==> src/common/fault_bank_regs.vh <==
// Register offsets, field positions, reset values and timing counts of the fault/resampler bank
`ifndef FAULT_BANK_REGS_VH
`define FAULT_BANK_REGS_VH

// Printed offsets are register indices (not all multiples of four)
`define ADDR_FAULT_SUMMARY_A     12'h05D
`define ADDR_FAULT_SUMMARY_B     12'h05E
`define ADDR_FAULT_SUMMARY_C     12'h05F
`define ADDR_DECIM_RATIO_HIGH    12'h060
`define ADDR_DECIM_RATIO_LOW     12'h061
`define ADDR_DECIM_FRACTION_HIGH 12'h062
`define ADDR_DECIM_FRACTION_LOW  12'h063
`define ADDR_RESAMPLER_LOAD_CTRL 12'h064
`define ADDR_IRQ_STATUS          12'h070
`define ADDR_IRQ_MASK            12'h071

// Field positions
`define GLOBAL_FAULT_BIT         5
`define INIT_DONE_BIT            4
`define LOAD_STROBE_BIT          0
`define LOAD_ORIGIN_BIT          7

// Reset values; the ratio high register holds only its 4-bit field
`define RST_DECIM_RATIO_HIGH     4'h0
`define RST_DECIM_RATIO_LOW      8'h80
`define RST_DECIM_FRACTION_HIGH  8'h00
`define RST_DECIM_FRACTION_LOW   8'h00
`define RST_LOAD_CTRL            8'h00

// Interrupt status bits
`define IRQ_FAULT_RISE_BIT       0
`define IRQ_INIT_DONE_BIT        1
`define IRQ_LOAD_DONE_BIT        2

// Fuse initialisation time in ns, and derived cycle count at 100 MHz
`define INIT_TIME_NS             1000
`define CLK_PERIOD_NS            10
`define INIT_CYCLES              ((`INIT_TIME_NS + `CLK_PERIOD_NS - 1) / `CLK_PERIOD_NS)

`endif

==> src/core/sync3.v <==
// Three-flop synchroniser with second/third agreement filter
`timescale 1ns/1ns
module sync3 #(
  parameter WIDTH = 1
) (
  // Clock and reset
  input  wire             clk_in,
  input  wire             rst_in,
  // Asynchronous input and filtered result
  input  wire [WIDTH-1:0] async_in,
  output reg  [WIDTH-1:0] sync_out
);

  reg [WIDTH-1:0] s1_q;
  reg [WIDTH-1:0] s2_q;
  reg [WIDTH-1:0] s3_q;

  // Chain; first stage feeds only the second
  always @(posedge clk_in or posedge rst_in) begin
    if (rst_in) begin
      s1_q <= {WIDTH{1'b0}};
      s2_q <= {WIDTH{1'b0}};
      s3_q <= {WIDTH{1'b0}};
    end else begin
      s1_q <= async_in;
      s2_q <= s1_q;
      s3_q <= s2_q;
    end
  end

  // A bit changes only once stages two and three agree, which rejects one-cycle glitches
  genvar i;
  generate
    for (i = 0; i < WIDTH; i = i + 1) begin : g_bit
      always @(posedge clk_in or posedge rst_in) begin
        if (rst_in) begin
          sync_out[i] <= 1'b0;
        end else if (s2_q[i] == s3_q[i]) begin
          sync_out[i] <= s3_q[i];
        end
      end
    end
  endgenerate

endmodule

==> src/core/ratio_stage.v <==
// Staged and active copies of the resampler decimation ratio
`include "fault_bank_regs.vh"
`timescale 1ns/1ns
module ratio_stage #(
  parameter INT_W  = 12,
  parameter FRAC_W = 16
) (
  // Clock and reset
  input  wire              clk_in,
  input  wire              rst_in,
  // Staged values and load pulse
  input  wire [INT_W-1:0]  staged_int_in,
  input  wire [FRAC_W-1:0] staged_frac_in,
  input  wire              load_in,
  // Active values seen by the converter
  output reg  [INT_W-1:0]  active_int_out,
  output reg  [FRAC_W-1:0] active_frac_out,
  output reg               loaded_out
);

  // Active ratio only moves on a load, so partial register writes never reach the converter
  always @(posedge clk_in or posedge rst_in) begin
    if (rst_in) begin
      active_int_out  <= {`RST_DECIM_RATIO_HIGH, `RST_DECIM_RATIO_LOW};
      active_frac_out <= {FRAC_W{1'b0}};
      loaded_out      <= 1'b0;
    end else begin
      loaded_out <= load_in;
      if (load_in) begin
        active_int_out  <= staged_int_in;
        active_frac_out <= staged_frac_in;
      end
    end
  end

endmodule

==> src/core/fault_summary_bank.v <==
// Fault summary and resampler ratio register bank
//
// Behaviour
// - Bit 5 of all three summaries is high whenever any error flag is high.
// - Summary A bits 0..4 flag active errors of channels 0..4.
// - Summary B bits 0..2 flag channels 5..7; bit 3 general one, bit 4 general two.
// - Summary C bits 0..3 flag saturation pair registers 0/1, 2/3, 4/5, 6/7.
// - Summary C bit 4 goes high once fuse initialisation has finished.
// - Integer ratio is 12 bits: [11:8] in high low nibble, [7:0] in low.
// - Integer ratio low byte resets to 0x80, giving 128.
// - Fraction is 16 bits over high and low byte registers, both reset zero.
// - Setting load bit 0 moves staged ratio into the active converter.
// - Load bit 7 selects register bit or external update pin as load trigger.
`include "fault_bank_regs.vh"
`timescale 1ns/1ns
module fault_summary_bank #(
  parameter ADDR_W      = 12,
  parameter INIT_CYCLES = `INIT_CYCLES
) (
  // Clock and reset
  input  wire        CLK_IN,
  input  wire        SYS_RST_IN,
  // Register port
  input  wire [11:0] REG_ADDR_IN,
  input  wire [7:0]  REG_WDATA_IN,
  input  wire        REG_WR_IN,
  input  wire        REG_RD_IN,
  output reg  [7:0]  REG_RDATA_OUT,
  // Error sources from the device (same clock)
  input  wire [63:0] PER_CHANNEL_ERROR_REGISTER_IN,
  input  wire [7:0]  GENERAL_ERROR_REGISTER_ONE_IN,
  input  wire [7:0]  GENERAL_ERROR_REGISTER_TWO_IN,
  input  wire [31:0] PAIR_SATURATION_ERROR_REGISTER_IN,
  // External update pin (asynchronous)
  input  wire        EXT_UPDATE_IN,
  // Active ratio to the converter
  output wire [11:0] INTEGER_DECIMATION_RATIO_OUT,
  output wire [15:0] FRACTIONAL_DECIMATION_RATIO_OUT,
  output wire        RATIO_LOADED_OUT,
  output wire        INIT_DONE_OUT,
  // Interrupt
  output wire        IRQ_OUT
);

  // ----------------------------------------------------------------
  // Functions
  // ----------------------------------------------------------------

  // Address match, used by both write and read decode
  function hit;
    input [ADDR_W-1:0] a;
    input [ADDR_W-1:0] b;
    begin
      hit = (a == b);
    end
  endfunction

  // ----------------------------------------------------------------
  // Fault locators
  // ----------------------------------------------------------------

  wire [7:0] channel_fault_locator;
  wire [3:0] pair_saturation_locator;
  wire       general_fault_group1_locator;
  wire       general_fault_group2_locator;
  wire       global_fault;

  // One OR-reduction per channel and per saturation pair
  genvar g;
  generate
    for (g = 0; g < 8; g = g + 1) begin : g_ch
      assign channel_fault_locator[g] = |PER_CHANNEL_ERROR_REGISTER_IN[g*8 +: 8];
    end
    for (g = 0; g < 4; g = g + 1) begin : g_pair
      assign pair_saturation_locator[g] = |PAIR_SATURATION_ERROR_REGISTER_IN[g*8 +: 8];
    end
  endgenerate

  assign general_fault_group1_locator = |GENERAL_ERROR_REGISTER_ONE_IN;
  assign general_fault_group2_locator = |GENERAL_ERROR_REGISTER_TWO_IN;
  // Any individual flag anywhere raises the global fault
  assign global_fault = (|channel_fault_locator) | (|pair_saturation_locator)
                      | general_fault_group1_locator | general_fault_group2_locator;

  // ----------------------------------------------------------------
  // Fuse initialisation timer
  // ----------------------------------------------------------------

  // Last count before the done flag rises; 32 bits wide to match the parameter.
  // The counter is 16 bits, so fuse times beyond 65536 cycles are not supported.
  localparam [31:0] INIT_LAST = INIT_CYCLES - 1;

  reg [15:0] init_cnt_q;
  reg        init_done_q;

  // Counts out the fuse load time after reset release
  always @(posedge CLK_IN or posedge SYS_RST_IN) begin
    if (SYS_RST_IN) begin
      init_cnt_q  <= 16'h0000;
      init_done_q <= 1'b0;
    end else if (!init_done_q) begin
      init_cnt_q <= init_cnt_q + 16'h0001;
      if ({16'h0000, init_cnt_q} >= INIT_LAST) begin
        init_done_q <= 1'b1;
      end
    end
  end

  assign INIT_DONE_OUT = init_done_q;

  // ----------------------------------------------------------------
  // Summary register images
  // ----------------------------------------------------------------

  wire [7:0] summary_a;
  wire [7:0] summary_b;
  wire [7:0] summary_c;

  // Upper two bits are reserved and read zero
  assign summary_a = {2'b00, global_fault, channel_fault_locator[4:0]};
  assign summary_b = {2'b00, global_fault, general_fault_group2_locator,
                      general_fault_group1_locator, channel_fault_locator[7:5]};
  assign summary_c = {2'b00, global_fault, init_done_q, pair_saturation_locator};

  // ----------------------------------------------------------------
  // Writable registers
  // ----------------------------------------------------------------

  reg [3:0] ratio_high_q;
  reg [7:0] ratio_low_q;
  reg [7:0] fraction_high_q;
  reg [7:0] fraction_low_q;
  reg       load_origin_q;
  reg       load_strobe_q;
  reg [2:0] irq_status_q;
  reg [2:0] irq_mask_q;
  wire      wr_ratio_high;
  wire      wr_load;
  wire      wr_status;
  wire      load_pulse;
  wire      loaded;
  wire [2:0] irq_events;
  reg        global_fault_q;

  // Write decodes; the load and status ones are also needed outside the staging process
  assign wr_ratio_high = REG_WR_IN && hit(REG_ADDR_IN, `ADDR_DECIM_RATIO_HIGH);
  assign wr_load       = REG_WR_IN && hit(REG_ADDR_IN, `ADDR_RESAMPLER_LOAD_CTRL);
  assign wr_status     = REG_WR_IN && hit(REG_ADDR_IN, `ADDR_IRQ_STATUS);

  // Staging registers; summaries have no write path at all
  always @(posedge CLK_IN or posedge SYS_RST_IN) begin
    if (SYS_RST_IN) begin
      ratio_high_q    <= `RST_DECIM_RATIO_HIGH;
      ratio_low_q     <= `RST_DECIM_RATIO_LOW;
      fraction_high_q <= `RST_DECIM_FRACTION_HIGH;
      fraction_low_q  <= `RST_DECIM_FRACTION_LOW;
      load_origin_q   <= 1'b0;
      irq_mask_q      <= 3'h0;
    end else if (REG_WR_IN) begin
      if (wr_ratio_high) begin
        ratio_high_q <= REG_WDATA_IN[3:0];
      end
      if (hit(REG_ADDR_IN, `ADDR_DECIM_RATIO_LOW)) begin
        ratio_low_q <= REG_WDATA_IN;
      end
      if (hit(REG_ADDR_IN, `ADDR_DECIM_FRACTION_HIGH)) begin
        fraction_high_q <= REG_WDATA_IN;
      end
      if (hit(REG_ADDR_IN, `ADDR_DECIM_FRACTION_LOW)) begin
        fraction_low_q <= REG_WDATA_IN;
      end
      if (wr_load) begin
        load_origin_q <= REG_WDATA_IN[`LOAD_ORIGIN_BIT];
      end
      if (hit(REG_ADDR_IN, `ADDR_IRQ_MASK)) begin
        irq_mask_q <= REG_WDATA_IN[2:0];
      end
    end
  end

  // ----------------------------------------------------------------
  // Load trigger
  // ----------------------------------------------------------------

  wire ext_update_sync;
  reg  ext_update_q;

  sync3 #(
    .WIDTH (1)
  ) u_ext_sync (
    .clk_in   (CLK_IN),
    .rst_in   (SYS_RST_IN),
    .async_in (EXT_UPDATE_IN),
    .sync_out (ext_update_sync)
  );

  // Strobe bit self-clears after one cycle so each strobe write under register origin (bit 7 clear) loads exactly once
  always @(posedge CLK_IN or posedge SYS_RST_IN) begin
    if (SYS_RST_IN) begin
      load_strobe_q <= 1'b0;
      ext_update_q  <= 1'b0;
    end else begin
      load_strobe_q <= wr_load && REG_WDATA_IN[`LOAD_STROBE_BIT]
                       && !REG_WDATA_IN[`LOAD_ORIGIN_BIT]
                       && !load_origin_q;
      ext_update_q  <= ext_update_sync;
    end
  end

  // Origin 0 takes the register strobe, origin 1 takes a rising edge of the pin
  assign load_pulse = load_origin_q ? (ext_update_sync && !ext_update_q)
                                    : load_strobe_q;

  ratio_stage #(
    .INT_W  (12),
    .FRAC_W (16)
  ) u_ratio (
    .clk_in          (CLK_IN),
    .rst_in          (SYS_RST_IN),
    .staged_int_in   ({ratio_high_q, ratio_low_q}),
    .staged_frac_in  ({fraction_high_q, fraction_low_q}),
    .load_in         (load_pulse),
    .active_int_out  (INTEGER_DECIMATION_RATIO_OUT),
    .active_frac_out (FRACTIONAL_DECIMATION_RATIO_OUT),
    .loaded_out      (loaded)
  );

  assign RATIO_LOADED_OUT = loaded;

  // ----------------------------------------------------------------
  // Interrupts
  // ----------------------------------------------------------------

  reg init_done_prev_q;

  // Events: fault rising, init finished, ratio loaded; each is a one-cycle pulse
  assign irq_events = {loaded,
                       init_done_q & ~init_done_prev_q,
                       global_fault & ~global_fault_q};

  // Set beats clear so an event in the clearing cycle survives
  always @(posedge CLK_IN or posedge SYS_RST_IN) begin
    if (SYS_RST_IN) begin
      irq_status_q     <= 3'h0;
      global_fault_q   <= 1'b0;
      init_done_prev_q <= 1'b0;
    end else begin
      global_fault_q   <= global_fault;
      init_done_prev_q <= init_done_q;
      irq_status_q     <= (irq_status_q & ~(wr_status ? REG_WDATA_IN[2:0] : 3'h0)) | irq_events;
    end
  end

  assign IRQ_OUT = |(irq_status_q & irq_mask_q);

  // ----------------------------------------------------------------
  // Read port
  // ----------------------------------------------------------------

  reg [7:0] rd_mux;

  // Unmapped addresses read zero
  always @* begin
    rd_mux = 8'h00;
    if (hit(REG_ADDR_IN, `ADDR_FAULT_SUMMARY_A)) begin
      rd_mux = summary_a;
    end else if (hit(REG_ADDR_IN, `ADDR_FAULT_SUMMARY_B)) begin
      rd_mux = summary_b;
    end else if (hit(REG_ADDR_IN, `ADDR_FAULT_SUMMARY_C)) begin
      rd_mux = summary_c;
    end else if (hit(REG_ADDR_IN, `ADDR_DECIM_RATIO_HIGH)) begin
      rd_mux = {4'h0, ratio_high_q};
    end else if (hit(REG_ADDR_IN, `ADDR_DECIM_RATIO_LOW)) begin
      rd_mux = ratio_low_q;
    end else if (hit(REG_ADDR_IN, `ADDR_DECIM_FRACTION_HIGH)) begin
      rd_mux = fraction_high_q;
    end else if (hit(REG_ADDR_IN, `ADDR_DECIM_FRACTION_LOW)) begin
      rd_mux = fraction_low_q;
    end else if (hit(REG_ADDR_IN, `ADDR_RESAMPLER_LOAD_CTRL)) begin
      rd_mux = {load_origin_q, 6'h00, load_strobe_q};
    end else if (hit(REG_ADDR_IN, `ADDR_IRQ_STATUS)) begin
      rd_mux = {5'h00, irq_status_q};
    end else if (hit(REG_ADDR_IN, `ADDR_IRQ_MASK)) begin
      rd_mux = {5'h00, irq_mask_q};
    end
  end

  // Read data registered, valid the cycle after the strobe;
  // zero outside that slot so a stale value never looks like an answer
  always @(posedge CLK_IN or posedge SYS_RST_IN) begin
    if (SYS_RST_IN) begin
      REG_RDATA_OUT <= 8'h00;
    end else if (REG_RD_IN) begin
      REG_RDATA_OUT <= rd_mux;
    end else begin
      REG_RDATA_OUT <= 8'h00;
    end
  end

endmodule

==> config.mk <==
export PLATFORM = sky130hd
export DESIGN_NAME = fault_summary_bank
export DESIGN_NICKNAME = d
export VERILOG_FILES = /design/src/core/sync3.v /design/src/core/ratio_stage.v /design/src/core/fault_summary_bank.v
export VERILOG_INCLUDE_DIRS = /design/src /design/src/common
export SDC_FILE = /design/constraint.sdc
export NUM_CORES = 1
export LEC_CHECK = 0
export BUFFER_PORTS_ARGS = -buffer_cell sky130_fd_sc_hd__buf_2
export CORE_ASPECT_RATIO = 1.75
export CORE_MARGIN = 3
export CORE_UTILIZATION = 45
export DETAILED_ROUTE_END_ITERATION = 8
export GPL_TIMING_DRIVEN = 0
export PLACE_DENSITY = 0.75
export SYNTH_ARGS = -nofsm -noshare
export SYNTH_HDL_FRONTEND = slang
export SYNTH_SLANG_ARGS = --single-unit
==> constraint.sdc <==
create_clock -name CLK_IN -period 3.7 [get_ports CLK_IN]
set_input_delay 0.37 -clock CLK_IN [delete_from_list [all_inputs] [get_ports CLK_IN]]
set_output_delay 0.37 -clock CLK_IN [all_outputs]
set_load 0.02 [all_outputs]
==> flow_summary.ini, run 1 <==
[run_status]
run_status = finished clean

[power_and_ir_drop]
p_sw_mw = 0.4870
p_clk_frac = 0.461
switching_share = 0.2127
internal_power_mw = 1.802
p_comb_frac = 0.071
p_per_area_mw_per_mm2 = 385.8
p_seq_frac = 0.468
power.static_leakage_nw = 3.022
ir_worst_vdd_v = 0.0003094

[clocking]
clk_pin_slew_ns = 0.06
cts_root_buffer = clkbuf_16
tritoncts = yes
cts_resized = 0
cts_max_path_buffers = 2
post_cts_buffers = 0
cts_inserted_buffers = 9
cts_hold_buf = 0
cts_htree_levels = 3
clk_latency_ns = 0.34
clkSinkCount = 97

[run]
maxCapViolations = 0

[sta]
worst_pin_slew_ns = 0.6942
fin_crit_sh = 0.6198
skew_ns = 0.008233
rsz0062_at_grt = no
whs_ns = 0.008283
finalSetupTns_ns = 0
fmax_mhz = 436.1
slew_headroom = 0.5372
hold_violations = 0
slew_violations = 0
period_needed_ns = 2.293
finalSetupViolCount = 0
timing.final.ws_setup_ns = 1.407

[logic_synthesis]
synth_top_family_by_area = multiplexers
ys_seq_area_frac = 0.5343
yosysMostFrequentCell = dfrtp_1
synth_fp_nets = 518
synth_top_area_share = 0.5227
synth-simple-area-share = 0.1695
synth-async-reset-ratio = 1.000
yosysWarningCount = 0
synthCells = 380
netlist_top_cells_count = dfrtp_1 (95), mux2_2 (64), nor4_1 (35), nand2_1 (27), nand3_1 (16)
synth_ff_type = dfrtp_1
synth_edf_count = 0
postSynthAreaPerCell_um2 = 11.97
yosys.cell_types.count = 53
synth_xor_area_frac = 0.02889
synth.area.mux_share = 0.1766
synth_area_leaders = dfrtp_1 (52%), mux2_2 (16%), nor4_1 (4.8%)
yosys.area.top_type = dfrtp_1
synth.ff_latch_count = 97
netlist_area_mm2 = 0.004548
synth_compound_area_frac = 0.06795
synthAdderAreaFrac = 0.004952

[routing]
post-route-drc-count = 0
drtAntennaViolNets = 0
firstDrtPassIters = 4
finalWirelength_um = 13860
wire_per_inst_um = 20.03
drt_iter0_drc = 411
num_vias = 3885
vias_per_cell = 5.614

[layout]
syn_to_final_growth_pct = 30.48
utilization = 0.6153
nNetsFinal = 703
nFillCells = 794
diodes = 0
fin_area_mm2 = 0.005934
drive_gt1_frac = 0.4684

[floorplanning]
num_rows = 47
die_y_um = 139.0
dieArea_mm2 = 0.01140
start_util = 0.4716
chipWidth_um = 82.00
boundaryPins = 176
core_mm2 = 0.009644

[setup_path]
cp.required_ns = 3.92
path_buf_inv = 2
cp.arrival_ns = 2.52
cp-start-kind = register
critPathCaptureType = register
crit_chain = nand2_1 -> nor2_1 -> a21oi_1 -> buf_1 -> clkbuf_1 -> mux2_2
crit_type = reg2reg
cp_top_family = buffers and inverters
cp_slowest_cell = clkbuf_1
critPathMaxFanout = 10
critPathMaxStageDelay_ns = 0.60

[placed_design]
place.gp.congestion = 0.9020
port_buffers = 173
placed_cell_area_mm2 = 0.005597
dp_hpwl_um = 10590
place_ws_ns = 1.178

[grt]
grt_pass1_vias = 3977
grt_use_total = 0.2422
grt_pass1_wl_um = 20470
grt_max_degree = 71
overflow = 0
antenna_found_initial = 0

[hold_path]
hold_path_class = in2async
==> kinds of logic (layout without fill, tap and decap cells) <==
group,after synthesis,after routing
multiplexers,71,71
buffers and inverters,21,211
AND/OR/NAND/NOR,131,131
XOR/XNOR,15,15
flip-flops,97,97
AO/OA/AOI/OAI,43,43
adder cells (fa/ha/maj),2,2
==> per-layer routing <==
layer / global-route usage / share of wire / vias to the layer above
li1: - / - / 1793
met1: 0.2646 / 0.34 / 1854
met2: 0.4431 / 0.54 / 206
met3: 0.04291 / 0.085 / 32
met4: 0.09720 / 0.029 / 0
met5: 0 / 0 / -
==> through the flow <==
step                      std cells  total power, mW
after floorplan                 380            1.147
after global placement          675            1.246
after detailed placement        676            1.253
after CTS                       692            2.297
after global routing            692            2.363
final                           692            2.289
==> final timing paths <==
path | start | to | slack [ns] | depth (start not counted)
max | u_ext_sync.sync_out$_DFFE_PP0N_ | u_ratio.active_int_out[6]$_DFFE_PP0P_ | 1.41 | 6
min | SYS_RST_IN | u_ratio.active_int_out[5]$_DFFE_PP0P_ | 0.008 | 2
max reg2reg | u_ext_sync.sync_out$_DFFE_PP0N_ | u_ratio.active_int_out[6]$_DFFE_PP0P_ | 1.41 | 6
min reg2reg | u_ext_sync.s1_q$_DFF_PP0_ | u_ext_sync.s2_q$_DFF_PP0_ | 0.37 | 0
max in group asynchronous | SYS_RST_IN | init_cnt_q[11]$_DFFE_PP0N_ | 3.03 | 3
min in group CLK_IN | EXT_UPDATE_IN | u_ext_sync.s1_q$_DFF_PP0_ | 0.14 | 1
==> cells in the final DEF, fill, tap and decap left out, types with 3 or more instances in the layout <==
master and n:
buf_2 175, dfrtp_1 95, mux2_2 64, nor4_1 35
nand2_1 27, nand3_1 16, nor2_1 11, xnor2_1 11
a21oi_1 9, clkbuf_16 9, clkbuf_1 8, inv_1 8
a22oi_1 7, nor2b_1 6, mux2i_1 6, o21ai_0 6
nand2b_1 5, and3_1 5, buf_1 4, xor2_1 4
nand4_1 3, nand4b_1 3, nor3_1 3, nor4b_1 3
a22o_1 3, bufinv_16 3
==> power by group through the flow <==
stage | Combinational, mW | Clock (mW) | Sequential [mW]
floorplan | 0.0577 | 0 | 1.09
global placement | 0.155 | 0 | 1.09
detailed placement | 0.163 | 0 | 1.09
CTS | 0.163 | 1.06 | 1.07
global route | 0.178 | 1.11 | 1.07
finish | 0.163 | 1.06 | 1.07
==> area by class of cell <==
type	instances	area, um^2	area share
Inverter	9	36.28	0.006114
Clock buffer	11	232.7	0.03922
Tap cell	122	152.6	0.02572
Buffer	12	47.55	0.008012
Sequential cell	97	2430	0.4094
Timing Repair Buffer	174	893.4	0.1505
Clock inverter	5	105.1	0.01771
Multi-Input combinational cell	262	2037	0.3432
==> registers in the layout, indices dropped and copies added (netlist names), 3 cells and up <==
register                 count
init_cnt_q                  16
u_ratio.active_frac_out     16
u_ratio.active_int_out      12
REG_RDATA_OUT                8
fraction_high_q              8
fraction_low_q               8
ratio_low_q                  8
ratio_high_q                 4
irq_mask_q                   3
irq_status_q                 3
(Power assumes the default switching activity.)
==> run 2: changes to the inputs <==
--- a/config.mk
+++ b/config.mk
@@ -9,10 +9,10 @@
 export BUFFER_PORTS_ARGS = -buffer_cell sky130_fd_sc_hd__buf_2
 export CORE_ASPECT_RATIO = 1.75
 export CORE_MARGIN = 3
-export CORE_UTILIZATION = 45
+export CORE_UTILIZATION = 44
 export DETAILED_ROUTE_END_ITERATION = 8
 export GPL_TIMING_DRIVEN = 0
-export PLACE_DENSITY = 0.75
+export PLACE_DENSITY = 0.76
 export SYNTH_ARGS = -nofsm -noshare
 export SYNTH_HDL_FRONTEND = slang
 export SYNTH_SLANG_ARGS = --single-unit
==> constraint.sdc (replaced) <==
create_clock -name CLK_IN -period 1.9 [get_ports CLK_IN]
set_input_delay 0.19 -clock CLK_IN [delete_from_list [all_inputs] [get_ports CLK_IN]]
set_output_delay 0.19 -clock CLK_IN [all_outputs]
set_load 0.02 [all_outputs]
==> run 2 against run 1 <==
Net effect:
- sequential power increased by 94%
- final area increased by 1.2%
- critical path depth increased by 2
- critical path type is now in2reg
- highest routed layer unchanged
==> flow_summary.ini, run 2 (synthesized netlist as in run 1, its figures left out) <==
[clocking]
clk_pin_slew_ns = 0.07
cts_htree_levels = 3
clk_latency_ns = 0.34
cts_root_buffer = clkbuf_16
cts_inserted_buffers = 9
cts_max_path_buffers = 2
tritoncts = yes
clkSinkCount = 97

[floorplanning]
num_rows = 48
start_util = 0.4562
core_mm2 = 0.009970
die_y_um = 140.5
chipWidth_um = 82.86
boundaryPins = 176
dieArea_mm2 = 0.01164

[sta]
slew_headroom = 0.5840
fin_crit_sh = 0.9483
rsz0062_at_grt = no
finalSetupViolCount = 0
slew_violations = 0
hold_violations = 0
fmax_mhz = 555.0
period_needed_ns = 1.802
worst_pin_slew_ns = 0.6228
skew_ns = 0.01006

[placed_design]
port_buffers = 173
dp_hpwl_um = 10960
place.gp.congestion = 0.8968
placed_cell_area_mm2 = 0.005614

[setup_path]
crit_path_start = REG_ADDR_IN[0]
r2r_cells = 6
crit_type = in2reg
r2r-end = init_cnt_q[9]$_DFFE_PP0N_
cp.required_ns = 2.11
cp_slowest_cell = buf_1
critPathMaxStageDelay_ns = 0.52
cp-start-kind = primary input
regToRegSetupSlack_ns = 0.14
cp.depth = 8
path_buf_inv = 4
crit_chain = buf_2 -> buf_2 -> buf_1 -> buf_2 -> mux2i_1 -> nor2_1 -> a2bb2oi_1 -> a21oi_1
critPathCaptureType = register
cp_top_family = buffers and inverters
cp.arrival_ns = 2.02
worstSetupEndpoint = REG_RDATA_OUT[0]$_DFF_PP0_
reg2reg_from = INIT_DONE_OUT$_DFF_PP0_
critPathMaxFanout = 10
cpMostUsedCell = buf_2

[routing]
wire_per_inst_um = 20.01
finalWirelength_um = 14020
drt_iter0_drc = 250
post-route-drc-count = 0
firstDrtPassIters = 4
vias_per_cell = 5.583
num_vias = 3914
drtAntennaViolNets = 0

[grt]
grt_pass1_vias = 4271
grt_pass1_wl_um = 22110
grt_use_met2 = 0.4467
grt.busiest_layer = met2
grt_use_met3 = 0.06886
use_met1 = 0.2461
overflow = 0
grt_max_degree = 44
grt_use_total = 0.2434
antenna_found_initial = 0

[layout]
seq_area_mm2 = 0.002430
syn_to_final_growth_pct = 31.99
layout_common_cells = buf_2 (175), dfrtp_1 (95), mux2_2 (64)
nFillCells = 832
multi_input_area_mm2 = 0.002037
nNetsFinal = 709
layout_commonest_cell = buf_2
drive_gt1_frac = 0.4792
diodes = 0
fin_area_mm2 = 0.006003
top_regs = init_cnt_q (16), u_ratio.active_frac_out (16), u_ratio.active_int_out (12)
utilization = 0.6022

[hold_path]
hold_path_class = in2reg

[run_status]
run_status = finished clean

[power_and_ir_drop]
ir_worst_vdd_v = 0.0008089
power.static_leakage_nw = 3.064
p_per_area_mw_per_mm2 = 738.4

[run]
maxCapViolations = 0
[run 2: changes by cell type in the layout (fill, tap and decap cells not counted), moves of 2 or more]
cell / delta
dlygate4sd3_1: +2
buf_12: +2
buf_1: -2
clkbuf_8: +2
clkbuf_1: -3
clkbuf_4: +2
buf_4: +3
[run 2: how the worst min path moves through the flow]
stage	from	end	cells after the start
2_1_floorplan	EXT_UPDATE_IN	u_ext_sync.s1_q$_DFF_PP0_	0
3_3_place_gp	EXT_UPDATE_IN	u_ext_sync.s1_q$_DFF_PP0_	1
3_5_place_dp	SYS_RST_IN	init_cnt_q[9]$_DFFE_PP0N_	2
4_1_cts	REG_WDATA_IN[7]	load_strobe_q$_DFF_PP0_	2
5_1_grt	REG_WDATA_IN[7]	load_strobe_q$_DFF_PP0_	2
6_report	REG_WDATA_IN[7]	load_strobe_q$_DFF_PP0_	2
[run 2: worst register-to-register path, delay by kind of cell (launching register included)]
kind          cells  cell delay (ns)
simple gates      4             0.88
buf+inv           1             0.22
flops             1             0.40
xor+xnor          1             0.14
[run 2: area by class of cell]
class | instances | share of cell area
buffer | 12 | 0.009379
clock buffer | 11 | 0.04210
clock inverter | 5 | 0.01417
inverter | 9 | 0.006253
multi-input combinational | 262 | 0.3393
sequential | 97 | 0.4048
tap | 125 | 0.02605
timing repair buffer | 180 | 0.1580
[run 2: report_power, final]
group	internal [mW]	switching, mW	total, mW
Clock	1.23	0.784	2.02
Sequential	2.08	0.00727	2.08
Combinational	0.152	0.181	0.332
Total	3.46	0.972	4.43
[run 2: per-stage QoR]
stage	std cells	hold WS, ns	setup WS, ns	power (mW)	setup TNS (ns)
floorplan	380	0.2214	0.05554	2.235	0
global placement	678	0.3012	-0.4392	2.435	-15.01
detailed placement	680	0.2969	-0.5261	2.452	-17.31
CTS	700	0.07909	0.005533	4.461	0
global route	701	0.08628	0.002708	4.578	0
finish	701	0.08519	0.09827	4.433	0
[run 2: what timing repair did]
item                                    4_1_cts  5_1_grt
setup buffers                                 2        1
endpoints found under the setup margin       28       32
cloned                                        0        0
pin swaps                                     0        1
hold buffers                                  2        0
hold endpoints to repair                     27        0
resized for setup                             2        4
[run 2: layer usage]
layer,part of all wire,up-vias
li1,-,1803
met1,0.34,1865
met2,0.54,206
met3,0.081,40
met4,0.047,0
met5,0,-
